File: config.mk
export PLATFORM = sky130hd
export DESIGN_NAME = asp_port
export DESIGN_NICKNAME = d
export VERILOG_FILES = /design/src/inc/asp_pkg.sv /design/src/verilog/asp_port.sv /design/src/verilog/asp_sync.sv
export SDC_FILE = /design/constraint.sdc
export NUM_CORES = 1
export LEC_CHECK = 0
export BUFFER_PORTS_ARGS = -buffer_cell sky130_fd_sc_hd__buf_2
export CORE_MARGIN = 1
export CORE_UTILIZATION = 58
export DETAILED_ROUTE_END_ITERATION = 6
export PLACE_DENSITY = 0.79
export SYNTH_ARGS = -nofsm -noshare
export SYNTH_HDL_FRONTEND = slang
export SYNTH_SLANG_ARGS = --single-unit
File: constraint.sdc
create_clock -name clk -period 2.1 [get_ports clk]
set_clock_uncertainty 0.15 [all_clocks]
set_input_delay 0.42 -clock clk [delete_from_list [all_inputs] [get_ports clk]]
set_output_delay 0.42 -clock clk [all_outputs]
set_load 0.1 [all_outputs]
File: src/inc/asp_pkg.sv
// shared constants and types for the accelerometer serial port
package asp_pkg;
  localparam int CLK_HZ = 20_000_000;
  localparam int REFRESH_HZ = 800_000;
  localparam int REFRESH_CYCLES = CLK_HZ / REFRESH_HZ;
  localparam int STARTUP_US = 1000;
  localparam int STARTUP_CYCLES = (CLK_HZ / 1_000_000) * STARTUP_US;
  localparam int WORD_BITS = 16;
  localparam int SAMPLE_BITS = 14;
  localparam int CMD_WRITE_BIT = 15;
  localparam int CTRL_TC_BIT = 0;
  localparam int CTRL_ST_BIT = 1;
  localparam int CMD_SEL_BIT = 0;
  localparam int WORD_CHAN_BIT = 15;
  localparam int WORD_ERR_BIT = 14;
  localparam logic CTRL_TC_RESET = 1'b0;
  localparam logic CTRL_ST_RESET = 1'b0;
  localparam logic SEL_RESET = 1'b0;

  typedef struct packed {
    logic sck;
    logic chip_select_n;
    logic mosi;
  } asp_pins_t;

  typedef struct packed {
    asp_pins_t stage1;
    asp_pins_t stage2;
  } asp_sync_state_t;

  typedef struct packed {
    logic [15:0] startup_cnt;
    logic ready;
    logic [4:0] refresh_cnt;
    logic refresh_pulse;
    logic [SAMPLE_BITS-1:0] data_x;
    logic [SAMPLE_BITS-1:0] data_yz;
    logic [WORD_BITS-1:0] shift;
    logic [4:0] bit_cnt;
    logic sck_prev;
    logic cs_prev;
    logic sel;
    logic tc;
    logic st;
    logic miso;
    logic oe;
  } asp_state_t;
endpackage : asp_pkg

File: src/verilog/asp_port.sv
// slave serial port of a dual-axis acceleration sensor
// Contract
// - with chip select high the port ignores clock and data entirely
// - data is exchanged only while chip select is held low
// - samples and status are returned on the serial output
// - data registers refresh at 800 kHz regardless of transfers
// - two measurement paths, x and y/z, both readable
// - each transfer swaps one 16-bit word each way
// - slave only, mode 0: change on falling, sample on rising
// - output is released when not selected, driven only when selected
`timescale 1ns/10ps
module asp_port
  import asp_pkg::*;
#(
  parameter int STARTUP = STARTUP_CYCLES
) (
  input wire logic clk,
  input wire logic rst_n,
  input wire logic sck,
  input wire logic chip_select_n,
  input wire logic mosi,
  input wire logic factory_test_pin,
  input wire logic [SAMPLE_BITS-1:0] accel_x,
  input wire logic [SAMPLE_BITS-1:0] accel_yz,
  input wire logic hw_error,
  output logic miso_out,
  output logic miso_oe,
  output logic ctrl_tc,
  output logic ctrl_st,
  output logic link_ready
);
  asp_pins_t pins_s;
  asp_state_t s;
  asp_state_t next_s;
  logic sck_rise;
  logic sck_fall;
  logic cs_fall;
  logic [WORD_BITS-1:0] word_now;
  logic [WORD_BITS-1:0] cmd_word;
  logic word_done;
  asp_pins_t pins_raw;

  // mosi passes the same two stages as sck, so it is sampled in step with the synced edge
  assign pins_raw = '{sck: sck, chip_select_n: chip_select_n, mosi: mosi};

  asp_sync u_sync (
    .clk(clk),
    .rst_n(rst_n),
    .pins_in(pins_raw),
    .pins_out(pins_s)
  );

  function automatic logic [WORD_BITS-1:0] out_word(input logic sel,
      input logic err, input logic [SAMPLE_BITS-1:0] x, input logic [SAMPLE_BITS-1:0] yz);
    out_word = sel ? {1'b1, err, yz} : {1'b0, err, x};
  endfunction : out_word

  assign sck_rise = pins_s.sck & ~s.sck_prev;
  assign sck_fall = ~pins_s.sck & s.sck_prev;
  assign cs_fall = ~pins_s.chip_select_n & s.cs_prev;
  assign word_now = out_word(s.sel, hw_error, s.data_x, s.data_yz);
  assign cmd_word = {s.shift[WORD_BITS-2:0], pins_s.mosi};
  // last rising edge of a full word: commands act only here, so a cut frame does nothing
  assign word_done = s.oe && sck_rise && !pins_s.chip_select_n &&
      s.bit_cnt == 5'(WORD_BITS - 1);

  always_comb begin
    next_s = s;
    next_s.sck_prev = pins_s.sck;
    next_s.cs_prev = pins_s.chip_select_n;
    next_s.refresh_pulse = 1'b0;
    if (!s.ready) begin
      next_s.startup_cnt = s.startup_cnt + 16'h0001;
      if (s.startup_cnt == 16'(STARTUP - 1)) begin
        next_s.ready = 1'b1;
      end
    end
    // refresh runs free so the host never stalls the sample stream
    if (s.refresh_cnt == 5'(REFRESH_CYCLES - 1)) begin
      next_s.refresh_cnt = 5'h00;
      next_s.refresh_pulse = 1'b1;
      next_s.data_x = accel_x;
      next_s.data_yz = accel_yz;
    end else begin
      next_s.refresh_cnt = s.refresh_cnt + 5'h01;
    end
    if (!s.ready || pins_s.chip_select_n) begin
      next_s.oe = 1'b0;
      next_s.miso = 1'b0;
      next_s.bit_cnt = 5'h00;
    end else if (cs_fall) begin
      // snapshot now so a refresh in mid-frame cannot tear the outgoing word
      next_s.shift = word_now;
      next_s.oe = 1'b1;
      next_s.miso = word_now[WORD_BITS-1];
      next_s.bit_cnt = 5'h00;
    end else if (s.oe) begin
      if (sck_rise && s.bit_cnt < 5'(WORD_BITS)) begin
        next_s.shift = cmd_word;
        next_s.bit_cnt = s.bit_cnt + 5'h01;
        if (s.bit_cnt == 5'(WORD_BITS - 1)) begin
          if (cmd_word[CMD_WRITE_BIT]) begin
            next_s.tc = cmd_word[CTRL_TC_BIT];
            next_s.st = cmd_word[CTRL_ST_BIT];
          end else begin
            next_s.sel = cmd_word[CMD_SEL_BIT];
          end
        end
      end
      // bits past the sixteenth are ignored; the pin holds the last value
      if (sck_fall && s.bit_cnt != 5'h00 && s.bit_cnt < 5'(WORD_BITS)) begin
        next_s.miso = s.shift[WORD_BITS-1];
      end
    end
  end

  always_ff @(posedge clk) begin
    if (!rst_n) begin
      s <= '{startup_cnt: 16'h0000, ready: 1'b0, refresh_cnt: 5'h00, refresh_pulse: 1'b0,
             data_x: '0, data_yz: '0, shift: '0, bit_cnt: 5'h00, sck_prev: 1'b0,
             cs_prev: 1'b1, sel: SEL_RESET, tc: CTRL_TC_RESET, st: CTRL_ST_RESET,
             miso: 1'b0, oe: 1'b0};
    end else begin
      s <= next_s;
    end
  end

  assign miso_out = s.miso;
  assign miso_oe = s.oe;
  assign ctrl_tc = s.tc;
  assign ctrl_st = s.st;
  assign link_ready = s.ready;
endmodule : asp_port

File: src/verilog/asp_sync.sv
// two-stage synchroniser for the serial port pins
`timescale 1ns/10ps
module asp_sync
  import asp_pkg::*;
(
  input wire logic clk,
  input wire logic rst_n,
  input wire asp_pins_t pins_in,
  output asp_pins_t pins_out
);
  asp_sync_state_t s;
  asp_sync_state_t next_s;

  // chip select idles high so a reset never looks like a selection
  always_comb begin
    next_s = s;
    next_s.stage1 = pins_in;
    next_s.stage2 = s.stage1;
  end

  always_ff @(posedge clk) begin
    if (!rst_n) begin
      s <= '{stage1: '{sck: 1'b0, chip_select_n: 1'b1, mosi: 1'b0},
             stage2: '{sck: 1'b0, chip_select_n: 1'b1, mosi: 1'b0}};
    end else begin
      s <= next_s;
    end
  end

  assign pins_out = s.stage2;
endmodule : asp_sync

Yosys cells after proc, flatten, opt, wreduce, memory -nomap -nowiden
Index checks and enable logic that the tools add are counted.
Storage, ports and cells
  word-level logic and storage cells: 63
  bits of input ports: 35
  flip-flop bits (word level): 84
  output and inout port bits: 5
Operators by class
  $add $sub $neg: 3
  bitwise operators: 10
  eq/ne operators: 3
  magnitude comparators: 1
  reduce and logical (&&, ||, !) cells: 17
  multiplexer cells: 9
Operator list (count)
  21-bit 2-to-1 mux: 3
  16-bit by 1-bit adder with 16-bit output, second input constant: 1
  16-bit by 15-bit == test with 1-bit output, second input constant: 1
  16-bit 2-to-1 mux: 1
  6-bit AND reduction: 2
  5-bit by 1-bit adder with 5-bit output, second input constant: 2
  1-bit NOT: 7
  2-bit nonzero test: 3
  5-bit by 4-bit == test with 1-bit output, second input constant: 1
  5-bit == test, second input constant: 1
  5-bit < comparator, second input constant: 1
  1-bit 2-to-1 mux: 5
  5-bit nonzero test: 1
  2-bit AND reduction: 2
  2-bit OR reduction: 2
  1-bit bitwise AND: 3
  1-bit logical AND: 3
  3-bit AND reduction: 1
  3-bit OR reduction: 1
  1-bit logical NOT: 1
  1-bit logical OR: 1

Depth between registers and ports, before layout
Gate-level depths: netlist (run 1).
  depth in word-level cells: 7
  depth in mapped cells: 7

Modules after synthesis
A second synthesis (run 1) with hierarchy kept.
Unflattened totals
  cells, all modules: 438
  area, all modules: 3786.1 sq um
Modules (own cells, without submodules)
  asp_port: instances 1, cells an instance 426, area an instance 3628.5 sq um
  asp_sync: instances 1, cells an instance 12, area an instance 157.7 sq um

Least setup slack after synthesis (run 1)
OpenSTA, ideal clock, no wires.
  kind: register -> register
  start: register s (netlist bit miso_oe)
  end: register s (netlist bit cmd_word[10])
  path slack: -0.068 ns
  required time: 1.825 ns
  arrival: 1.893 ns
  library setup time: 0.125 ns
  cell stages (with the launch flop): 6
  path through: dfxtp_1 > and4bb_1 > buf_2 > o21a_1 > buf_2 > a31oi_1
Between the ends
  longest elaborated chain between the ends: 2
RTL lines
  start: declaration: RTL line asp_port.sv:33  | asp_state_t s;
  start signal: assignment: RTL line asp_port.sv:119  | s <= '{startup_cnt: 16'h0000, ready: 1'b0, refresh_cnt: 5'h00, refresh_pulse: 1'b0,
  start signal: assignment: RTL line asp_port.sv:124  | s <= next_s;
  2-bit nonzero test (no source line)
  3-bit AND reduction (no source line)
No other way between the ends.
A chain may end at the register's enable or synchronous reset.

Final worst setup path (run 1)
  start: register s (netlist bit link_ready)
  end: output link_ready
RTL lines
  end: declaration: RTL line asp_port.sv:30  | output logic link_ready
No word-level cell between the ends.

==> impl_results.md, run 1 <==
* Hold path depth at 2
* Synth Register Bits at 84
* # port buffers at 38
* Starting DRT DRC Count at 152
* Fin crit share at 91.4%
* Worst Path Max Fanout at 8
* Syn_nets at 480
* Hold Crit Class: primary input to flip-flop
* FFs w/ async S/R, synth at 0%
* Vias in the first global route at 2947
* Commonest non-fill, non-tap cells in the layout: 92 x nand2_1, 83 x dfxtp_1, 39 x a21oi_1
* Final GP Congestion at 0.753
* Clk slew on worst S/H paths at 0.08 ns
* WL final at 7590 um
* Number of routed nets with antenna violations at 0
* Drt first pass iters at 4
* Setup-failing EPs final at 0
* Share of cells above drive strength 1 at 20.9%
* Unrepaired setup endpoints after global routing: false
* Placed cells at 534
* Fin area at 4260 sq um
* Startpoint Class: flip-flop
* Count of different cell masters after synthesis at 46
* EDFF count, synth at 0
* Top_reg_cell synth: dfxtp_1
* Crit end category: primary output
* Setup TNS at 0 ns
* Final slew viol count at 0
* Critical setup path kind: flip-flop to primary output
* Reg-to-reg endpoint: s[73]
* Largest net degree at the start of global routing at 42
* Leak pwr at 1.59 nW
* Slowest CP cell: dfxtp_1
* Die Area at 6860 sq um
* First-pass GRT wire length at 13100 um
* Reg-to-reg slack, setup at 0.35 ns
* Synth-to-Final Area Change at 12.4%
* Cell Pwr Density at 711 nW/um^2
* Initial Util at 60.0%
* Most common cell after layout, fill and taps aside: nand2_1
* Post-CTS Setup Bufs at 0
* Cell Area, Synth at 3790 sq um
* Hold_sp: chip_select_n
* I/O pins at 40
* Die span in x at 82.9 um
* Cts bufs inserted at 9
* R2R depth at 4
* Std cell rows at 29
* Minimum clock period at 1.92 ns
* Routed wire per std cell at 13.8 um
* Dpl hpwl at 5050 um
* CTS resizes at 0
* CTS tree: built
* Number of diodes at 0
* Crit-path leading delay family: flip-flops
* Via density at 5.74
* Reg-to-reg startpoint: s[63]
* Post-DP Area at 4030 sq um
* Total grt overflow at 0
* Crit-path max cell delay at 0.50 ns
* Synthesized area per cell at 8.64 sq um
* Gate Count Post-Synth at 439
* Highest clock rate at 521 MHz
* GRT Total Usage at 23.3%
* Core area at 6310 sq um
* Root Driver: clkbuf_8
* Die H at 82.9 um
* WHS Endpoint: u_sync.next_s[1]
* Non-Filler Instances at 550
* Req. time, crit path at 1.53 ns
* Worst IR Drop VDD at 0.488 mV
* Synth warnings at 0
* CTS H-tree depth at 3
* Total of max-cap violations at 0
* Worst-Skew Late Latency at 0.36 ns
* CP cell instances: buf_2
* # nets final at 509
* Vias at 3157
* Rel. slew slack at 62.3%
* CP Depth at 1
* Worst-Margin Slew at 0.566 ns
* Initial antenna violation count at 0
* Critical path arrival at 1.35 ns
* WP buf/inv at 1
* Status: completed
* CTS hold repair buffers at 0
* CTS Sinks at 84
* DRC at 0
* Sequential share of the synthesized area at 44.4%
* Final count of hold timing violations at 0
* Clk buf depth at 2
==> how the worst max path moves through the flow <==
stage,slack (ns),to,from
global placement,0.19,s[49],s[57]
detailed placement,0.17,s[45],s[57]
floorplan,0.01,cmd_word[10],link_ready
global route,0.12,link_ready,link_ready
finish,0.18,link_ready,link_ready
CTS,0.15,s[45],s[57]
==> state kept, by name (all words and copies together), names as in the netlist <==
name             cells
ctrl_tc              1
u_sync.next_s        3
miso_out             1
cmd_word            15
miso_oe              1
s                   58
link_ready           1
u_sync.pins_out      3
ctrl_st              1
==> cell usage after synthesis, drive strengths merged (2+ instances only) <==
| cell | count | area share [%] |
|---|---|---|
| a21oi | 39 | 5.1 |
| dfxtp | 84 | 44 |
| nor2 | 9 | 0.89 |
| and3 | 2 | 0.33 |
| nand4 | 4 | 0.83 |
| o221ai | 16 | 3.7 |
| clkbuf | 11 | 1.1 |
| mux2 | 14 | 4.2 |
| a31oi | 16 | 2.6 |
| nand3 | 21 | 2.8 |
| ha | 6 | 2.0 |
| buf | 19 | 2.4 |
| or2 | 16 | 2.6 |
| o21ai | 7 | 0.92 |
| nand4b | 5 | 1.9 |
| nor4 | 6 | 0.99 |
| nand2 | 92 | 9.1 |
| and3b | 2 | 0.50 |
| nor2b | 5 | 0.83 |
| nand2b | 9 | 1.5 |
| xnor2 | 2 | 0.46 |
| and2 | 5 | 0.83 |
| nor4bb | 2 | 0.53 |
| or3 | 4 | 0.66 |
| mux2i | 9 | 2.4 |
| xor2 | 4 | 0.92 |
| o31ai | 4 | 0.79 |
| or4 | 4 | 0.79 |
| inv | 9 | 0.89 |
==> per-layer routing <==
layer	wire length [um]	GRT usage [%]
met1	3580	28.7
met2	3670	39.3
met3	217	5.47
met4	125	8.93
met5	0	0
==> stage by stage <==
stage / power, W / hold slack (ns) / utilization, % / setup slack, ns
floorplan: 0.00173 / 0.236 / - / 0.0127
global placement: 0.00177 / 0.253 / 63.9 / 0.186
detailed placement: 0.00178 / 0.267 / 63.9 / 0.175
CTS: 0.00306 / 0.0752 / 67.5 / 0.148
global route: 0.00314 / 0.0854 / 67.5 / 0.120
finish: 0.00303 / 0.0910 / 67.5 / 0.180
==> area by class of cell <==
cell class | count | area, sq um
repair buffers | 48 | 278
clock inverters | 5 | 85.1
inverters | 9 | 33.8
well taps | 77 | 96.3
fillers | 515 | 2050
multi-input cells | 316 | 1940
clock buffers | 11 | 141
flip-flops and latches | 84 | 1680
==> logic make-up (layout without fill, tap and decap cells) <==
group	Yosys count	after routing	share of synthesized area (%)
buffers and inverters	39	73	4.39
AOI/OAI and AO/OA	87	87	14.3
muxes	23	23	6.53
adders and majority gates	6	6	1.98
DFF	84	84	44.4
xor gates and xnor gates	6	6	1.39
and+or+nand+nor	194	194	27.1
==> power by group <==
part | leakage (nW) | switching (W) | internal [W]
sequential | 0.680 | 0.0000168 | 0.00161
combinational | 0.797 | 0.0000609 | 0.0000549
clock | 0.110 | 0.000581 | 0.000707
Note: power is estimated with default switching activity, not from simulation.
==> run 2: changes to the inputs <==
Settings changed: CELL_PAD_IN_SITES_DETAIL_PLACEMENT from default to 0, CELL_PAD_IN_SITES_GLOBAL_PLACEMENT from default to 1, CORE_UTILIZATION 58 to 44, PLACE_DENSITY 0.79 to default, PLACE_DENSITY_LB_ADDON from default to 0.1.
==> impl_results.md, run 2 (synthesized netlist as in run 1, its figures left out) <==
* # port buffers at 38
* Initial Util at 45.9%
* # nets final at 511
* Worst-Skew Late Latency at 0.34 ns
* Vias in the first global route at 3008
* Reg-to-reg slack, setup at 0.32 ns
* Cell Pwr Density at 648 nW/um^2
* Largest reg by FF count: s
* Final count of hold timing violations at 0
* Root Driver: clkbuf_8
* Crit end category: primary output
* Final GP Congestion at 0.775
* Initial antenna violation count at 0
* CTS H-tree depth at 3
* Max reg flops at 58
* WP buf/inv at 1
* Worst setup startpoint: link_ready
* WL final at 7930 um
* Synth-to-Final Area Change at 12.2%
* Die span in x at 94.8 um
* Unrepaired setup endpoints after global routing: false
* Worst Path Max Fanout at 8
* Crit-path leading delay family: flip-flops
* Cts bufs inserted at 9
* CTS resizes at 0
* Critical path arrival at 1.35 ns
* Leak pwr at 1.57 nW
* Hold path depth at 2
* Core area at 8260 sq um
* Share of cells above drive strength 1 at 21.1%
* Total grt overflow at 0
* Finished Core Util at 51.5%
* Dpl hpwl at 5300 um
* Rel. slew slack at 65.3%
* Post-CTS Setup Bufs at 0
* Std cell rows at 33
* Clk buf depth at 2
* Most common cell after layout, fill and taps aside: nand2_1
* Startpoint Class: flip-flop
* Vias at 3131
* I/O pins at 40
* Hold_sp: chip_select_n
* Die H at 94.8 um
* Worst IR Drop VDD at 0.265 mV
* Req. time, crit path at 1.53 ns
* Via density at 5.40
* CTS Sinks at 84
* Largest net degree at the start of global routing at 42
* Highest clock rate at 520 MHz
* Setup TNS at 0 ns
* Hold Crit Class: primary input to flip-flop
* Drt first pass iters at 4
* Commonest non-fill, non-tap cells in the layout: 92 x nand2_1, 83 x dfxtp_1, 39 x a21oi_1
* Number of diodes at 0
* Minimum clock period at 1.92 ns
* Setup-failing EPs final at 0
* Number of routed nets with antenna violations at 0
* First-pass GRT wire length at 13600 um
* Starting DRT DRC Count at 82
* CTS tree: built
* Fin crit share at 91.5%
* Die Area at 8990 sq um
* CTS hold repair buffers at 0
* Critical setup path kind: flip-flop to primary output
* WHS Endpoint: u_sync.next_s[1]
* Status: completed
* Worst-Margin Slew at 0.521 ns
* Final slew viol count at 0
* Clk slew on worst S/H paths at 0.08 ns
* CP cell instances: buf_2
* GRT Total Usage at 19.1%
* Reg-to-reg endpoint: s[73]
* Crit-path max cell delay at 0.51 ns
* Routed wire per std cell at 13.7 um
* Reg-to-reg startpoint: s[63]
* DRC at 0
* Slowest CP cell: dfxtp_1
* R2R depth at 4
* Total of max-cap violations at 0
[run 2: per-stage QoR]
stage | setup slack (ns) | instances | power (W) | cell area [sq um] | hold slack [ns]
2_1_floorplan | 0.0127 | 439 | 0.00173 | 3790 | 0.236
3_3_place_gp | 0.160 | 564 | 0.00177 | 4080 | 0.265
3_5_place_dp | 0.131 | 564 | 0.00178 | 4080 | 0.271
4_1_cts | 0.108 | 580 | 0.00281 | 4250 | 0.0829
5_1_grt | 0.110 | 580 | 0.00289 | 4260 | 0.0882
6_report | 0.178 | 580 | 0.00276 | 4260 | 0.103
[run 2: worst register-to-register path: stages (launching register included)]
cell and delay (ns):
dfxtp_1 0.42, ha_1 0.27, nand4b_4 0.20, or4_1 0.52
a21oi_1 0.16
[run 2: worst max path at each step]
stage	endpoint	slack, ns	cells past startpoint
finish	link_ready	0.18	1
CTS	s[54]	0.11	5
floorplan	cmd_word[10]	0.01	4
detailed placement	s[54]	0.13	5
global route	link_ready	0.11	1
global placement	s[35]	0.16	5
[run 2: layout make-up]
type / instances / area (sq um)
multi-input cells: 316 / 1940
well taps: 105 / 131
flip-flops and latches: 84 / 1680
fillers: 834 / 4000
inverters: 9 / 33.8
clock inverters: 4 / 25.0
repair buffers: 50 / 293
clock buffers: 12 / 145
[run 2: per-layer routing]
layer  track usage [%]  part of all wire [%]
met4              7.95                   1.3
met2              33.1                    49
met5                 0                     0
met1              23.2                    48
met3              3.22                   1.9
[run 2: power breakdown]
group          total [W]  internal [W]  switching (W)
sequential       0.00162       0.00161      0.0000155
combinational   0.000113     0.0000518      0.0000615
clock            0.00102      0.000459       0.000563
==> run 3: changes to the inputs <==
Settings changed: CORE_UTILIZATION 44 to 46, CTS_BUF_LIST from default to sky130_fd_sc_hd__clkbuf_4, SYNTH_HIERARCHICAL from default to 1.
==> impl_results.md, run 3 <==
* Most frequent cells after synthesis: 92 x nand2_1, 84 x dfxtp_1, 39 x a21oi_1, 21 x nand3_1
* Vias at 3144
* Unrepaired setup endpoints after global routing: false
* Clk buf depth at 2
* Complex-gate fraction of the synthesized area at 14.3%
* Starting DRT DRC Count at 104
* Synth Area in XOR/XNOR at 1.39%
* Max reg flops at 58
* Count of different cell masters after synthesis at 47
* Total of max-cap violations at 0
* M3 GR Usage at 3.61%
* Rel. slew slack at 67.2%
* Synthesized area per cell at 8.64 sq um
* Simple-gate portion of the synthesized area at 27.1%
* Initial antenna violation count at 0
* Routed wire per std cell at 14.0 um
* Die Area at 8600 sq um
* Share of cells above drive strength 1 at 21.3%
* Fin area at 4250 sq um
* Root Driver: clkbuf_4
* Die span in x at 92.7 um
* Gate Count Post-Synth at 438
* Final count of hold timing violations at 0
* Critical path arrival at 1.36 ns
* Number of routed nets with antenna violations at 0
* GRT Total Usage at 20.9%
* Commonest non-fill, non-tap cells in the layout: 92 x nand2_1, 83 x dfxtp_1, 39 x a21oi_1
* Synth top area share at 44.4%
* Post-DP Area at 4120 sq um
* Vias in the first global route at 3013
* Core area at 7850 sq um
* Crit-path leading delay family: flip-flops
* Hold Crit Class: primary input to flip-flop
* Drt first pass iters at 4
* Fin crit share at 92.1%
* Worst Path Max Fanout at 8
* CTS H-tree depth at 3
* Minimum clock period at 1.93 ns
* Post-Synth Adder-Cell Area at 1.98%
* Synth-to-Final Area Change at 12.2%
* Cell Area, Synth at 3790 sq um
* Highest clock rate at 517 MHz
* Final GP Congestion at 0.735
* Die H at 92.7 um
* Sequential share of the synthesized area at 44.4%
* Post-route setup slack at 0.167 ns
* Number of diodes at 0
* DRC at 0
* Via density at 5.42
* Std cell rows at 32
* Largest reg by FF count: s
* Finished Core Util at 54.1%
* # nets final at 514
* Synth warnings at 6
* Setup-failing EPs final at 0
* Slowest CP cell: dfxtp_1
* Initial Util at 48.2%
* WL final at 8100 um
* Syn_nets at 479
* Sequential share of power at 61.4%
* Combinational fraction of design power at 4.4%
* Most common cell after layout, fill and taps aside: nand2_1
* Cell Pwr Density at 624 nW/um^2
* Clk slew on worst S/H paths at 0.12 ns
* FFs w/ async S/R, synth at 0%
* Total grt overflow at 0
* Clock share of power at 34.2%
* Pre-CTS setup slack at 0.301 ns
* EDFF count, synth at 0
* Top cells by area, synth: dfxtp_1 44%, nand2_1 9.1%, a21oi_1 5.2%, mux2_2 4.2%, o221ai_1 3.7%
* Reg-to-reg startpoint: link_ready
* Area of the multi-input gates at 1940 sq um
* # port buffers at 38
* Worst setup startpoint: link_ready
* Crit end category: primary output
* NetSw at 0.000620 W
* Worst IR Drop VDD at 0.346 mV
* Storage cell area at 1680 sq um
* CTS tree: built
* Largest net degree at the start of global routing at 31
* Cts bufs inserted at 9
* CTS resizes at 0
* I/O pins at 40
* Req. time, crit path at 1.53 ns
* Status: completed
* Internal at 0.00203 W
* Dpl hpwl at 5640 um
* Top_reg_cell synth: dfxtp_1
* CTS Sinks at 84
* Filler Cell Count at 777
* Hold_sp: chip_select_n
* CP cell instances: clkbuf_4
* Mux share of post-synthesis cell area at 6.54%
* Setup TNS at 0 ns
* Most common cell in the netlist: nand2_1
* Synth Register Bits at 84
* Crit-path max cell delay at 0.53 ns
* Gr busiest metal: met2
* Met1 global-route usage at 28.2%
* WP buf/inv at 1
* Largest family of logic cells by synthesized area: simple AND/OR/NAND/NOR gates
* Startpoint Class: flip-flop
* Post-CTS Setup Bufs at 0
* Worst-Skew Late Latency at 0.43 ns
* Yosys top cell by area: dfxtp_1
* Worst-Margin Slew at 0.495 ns
* Critical setup path kind: flip-flop to primary output
* Met2 usage at 33.3%
* Final slew viol count at 0
* Sw Share at 23.4%
* Leak pwr at 1.57 nW
* CTS hold repair buffers at 0
* First-pass GRT wire length at 14300 um
[run 3: power by group through the flow]
stage / Combinational (W) / Clock [W] / Sequential (W)
3_5_place_dp: 0.000119 / 0 / 0.00166
5_1_grt: 0.000134 / 0.00101 / 0.00163
6_report: 0.000117 / 0.000907 / 0.00163
2_1_floorplan: 0.0000657 / 0 / 0.00166
3_3_place_gp: 0.000118 / 0 / 0.00166
4_1_cts: 0.000120 / 0.000933 / 0.00163
[run 3: worst paths after layout]
check,slack (ns),depth (start not counted),to
max reg2reg,0.30,4,s[9]
max,0.17,1,link_ready
min reg2reg,0.28,1,u_sync/pins_out[1]
min,0.03,2,u_sync/next_s[1]
[run 3: cells by family (layout without fill, tap and decap cells)]
kind of cell,Yosys count,count (layout)
xor+xnor,6,6
mux,23,23
simple gates,194,194
fa+ha+maj,6,6
flops,84,84
buf+inv,38,78
compound gates,87,87
[run 3: cell type report]
| type | count | share of cell area, % |
|---|---|---|
| multi-input combinational | 316 | 45.7 |
| clock buffer | 10 | 1.77 |
| timing repair buffer | 53 | 7.78 |
| inverter | 9 | 0.795 |
| sequential | 84 | 39.6 |
| clock inverter | 6 | 1.30 |
| tap | 102 | 3.00 |
[run 3: per-layer routing]
| metal | part of all wire, % | vias to the layer above |
|---|---|---|
| li1 | - | 1617 |
| met1 | 49 | 1459 |
| met2 | 45 | 58 |
| met3 | 4.1 | 10 |
| met4 | 1.5 | 0 |
| met5 | 0 | - |
[run 3: through the flow]
| step | hold slack (ns) | total power [W] | cells |
|---|---|---|---|
| finish | 0.0255 | 0.00265 | 580 |
| global route | 0.0104 | 0.00278 | 580 |
| global placement | 0.266 | 0.00178 | 564 |
| floorplan | 0.236 | 0.00172 | 438 |
| CTS | 0.00287 | 0.00268 | 580 |
| detailed placement | 0.258 | 0.00178 | 564 |
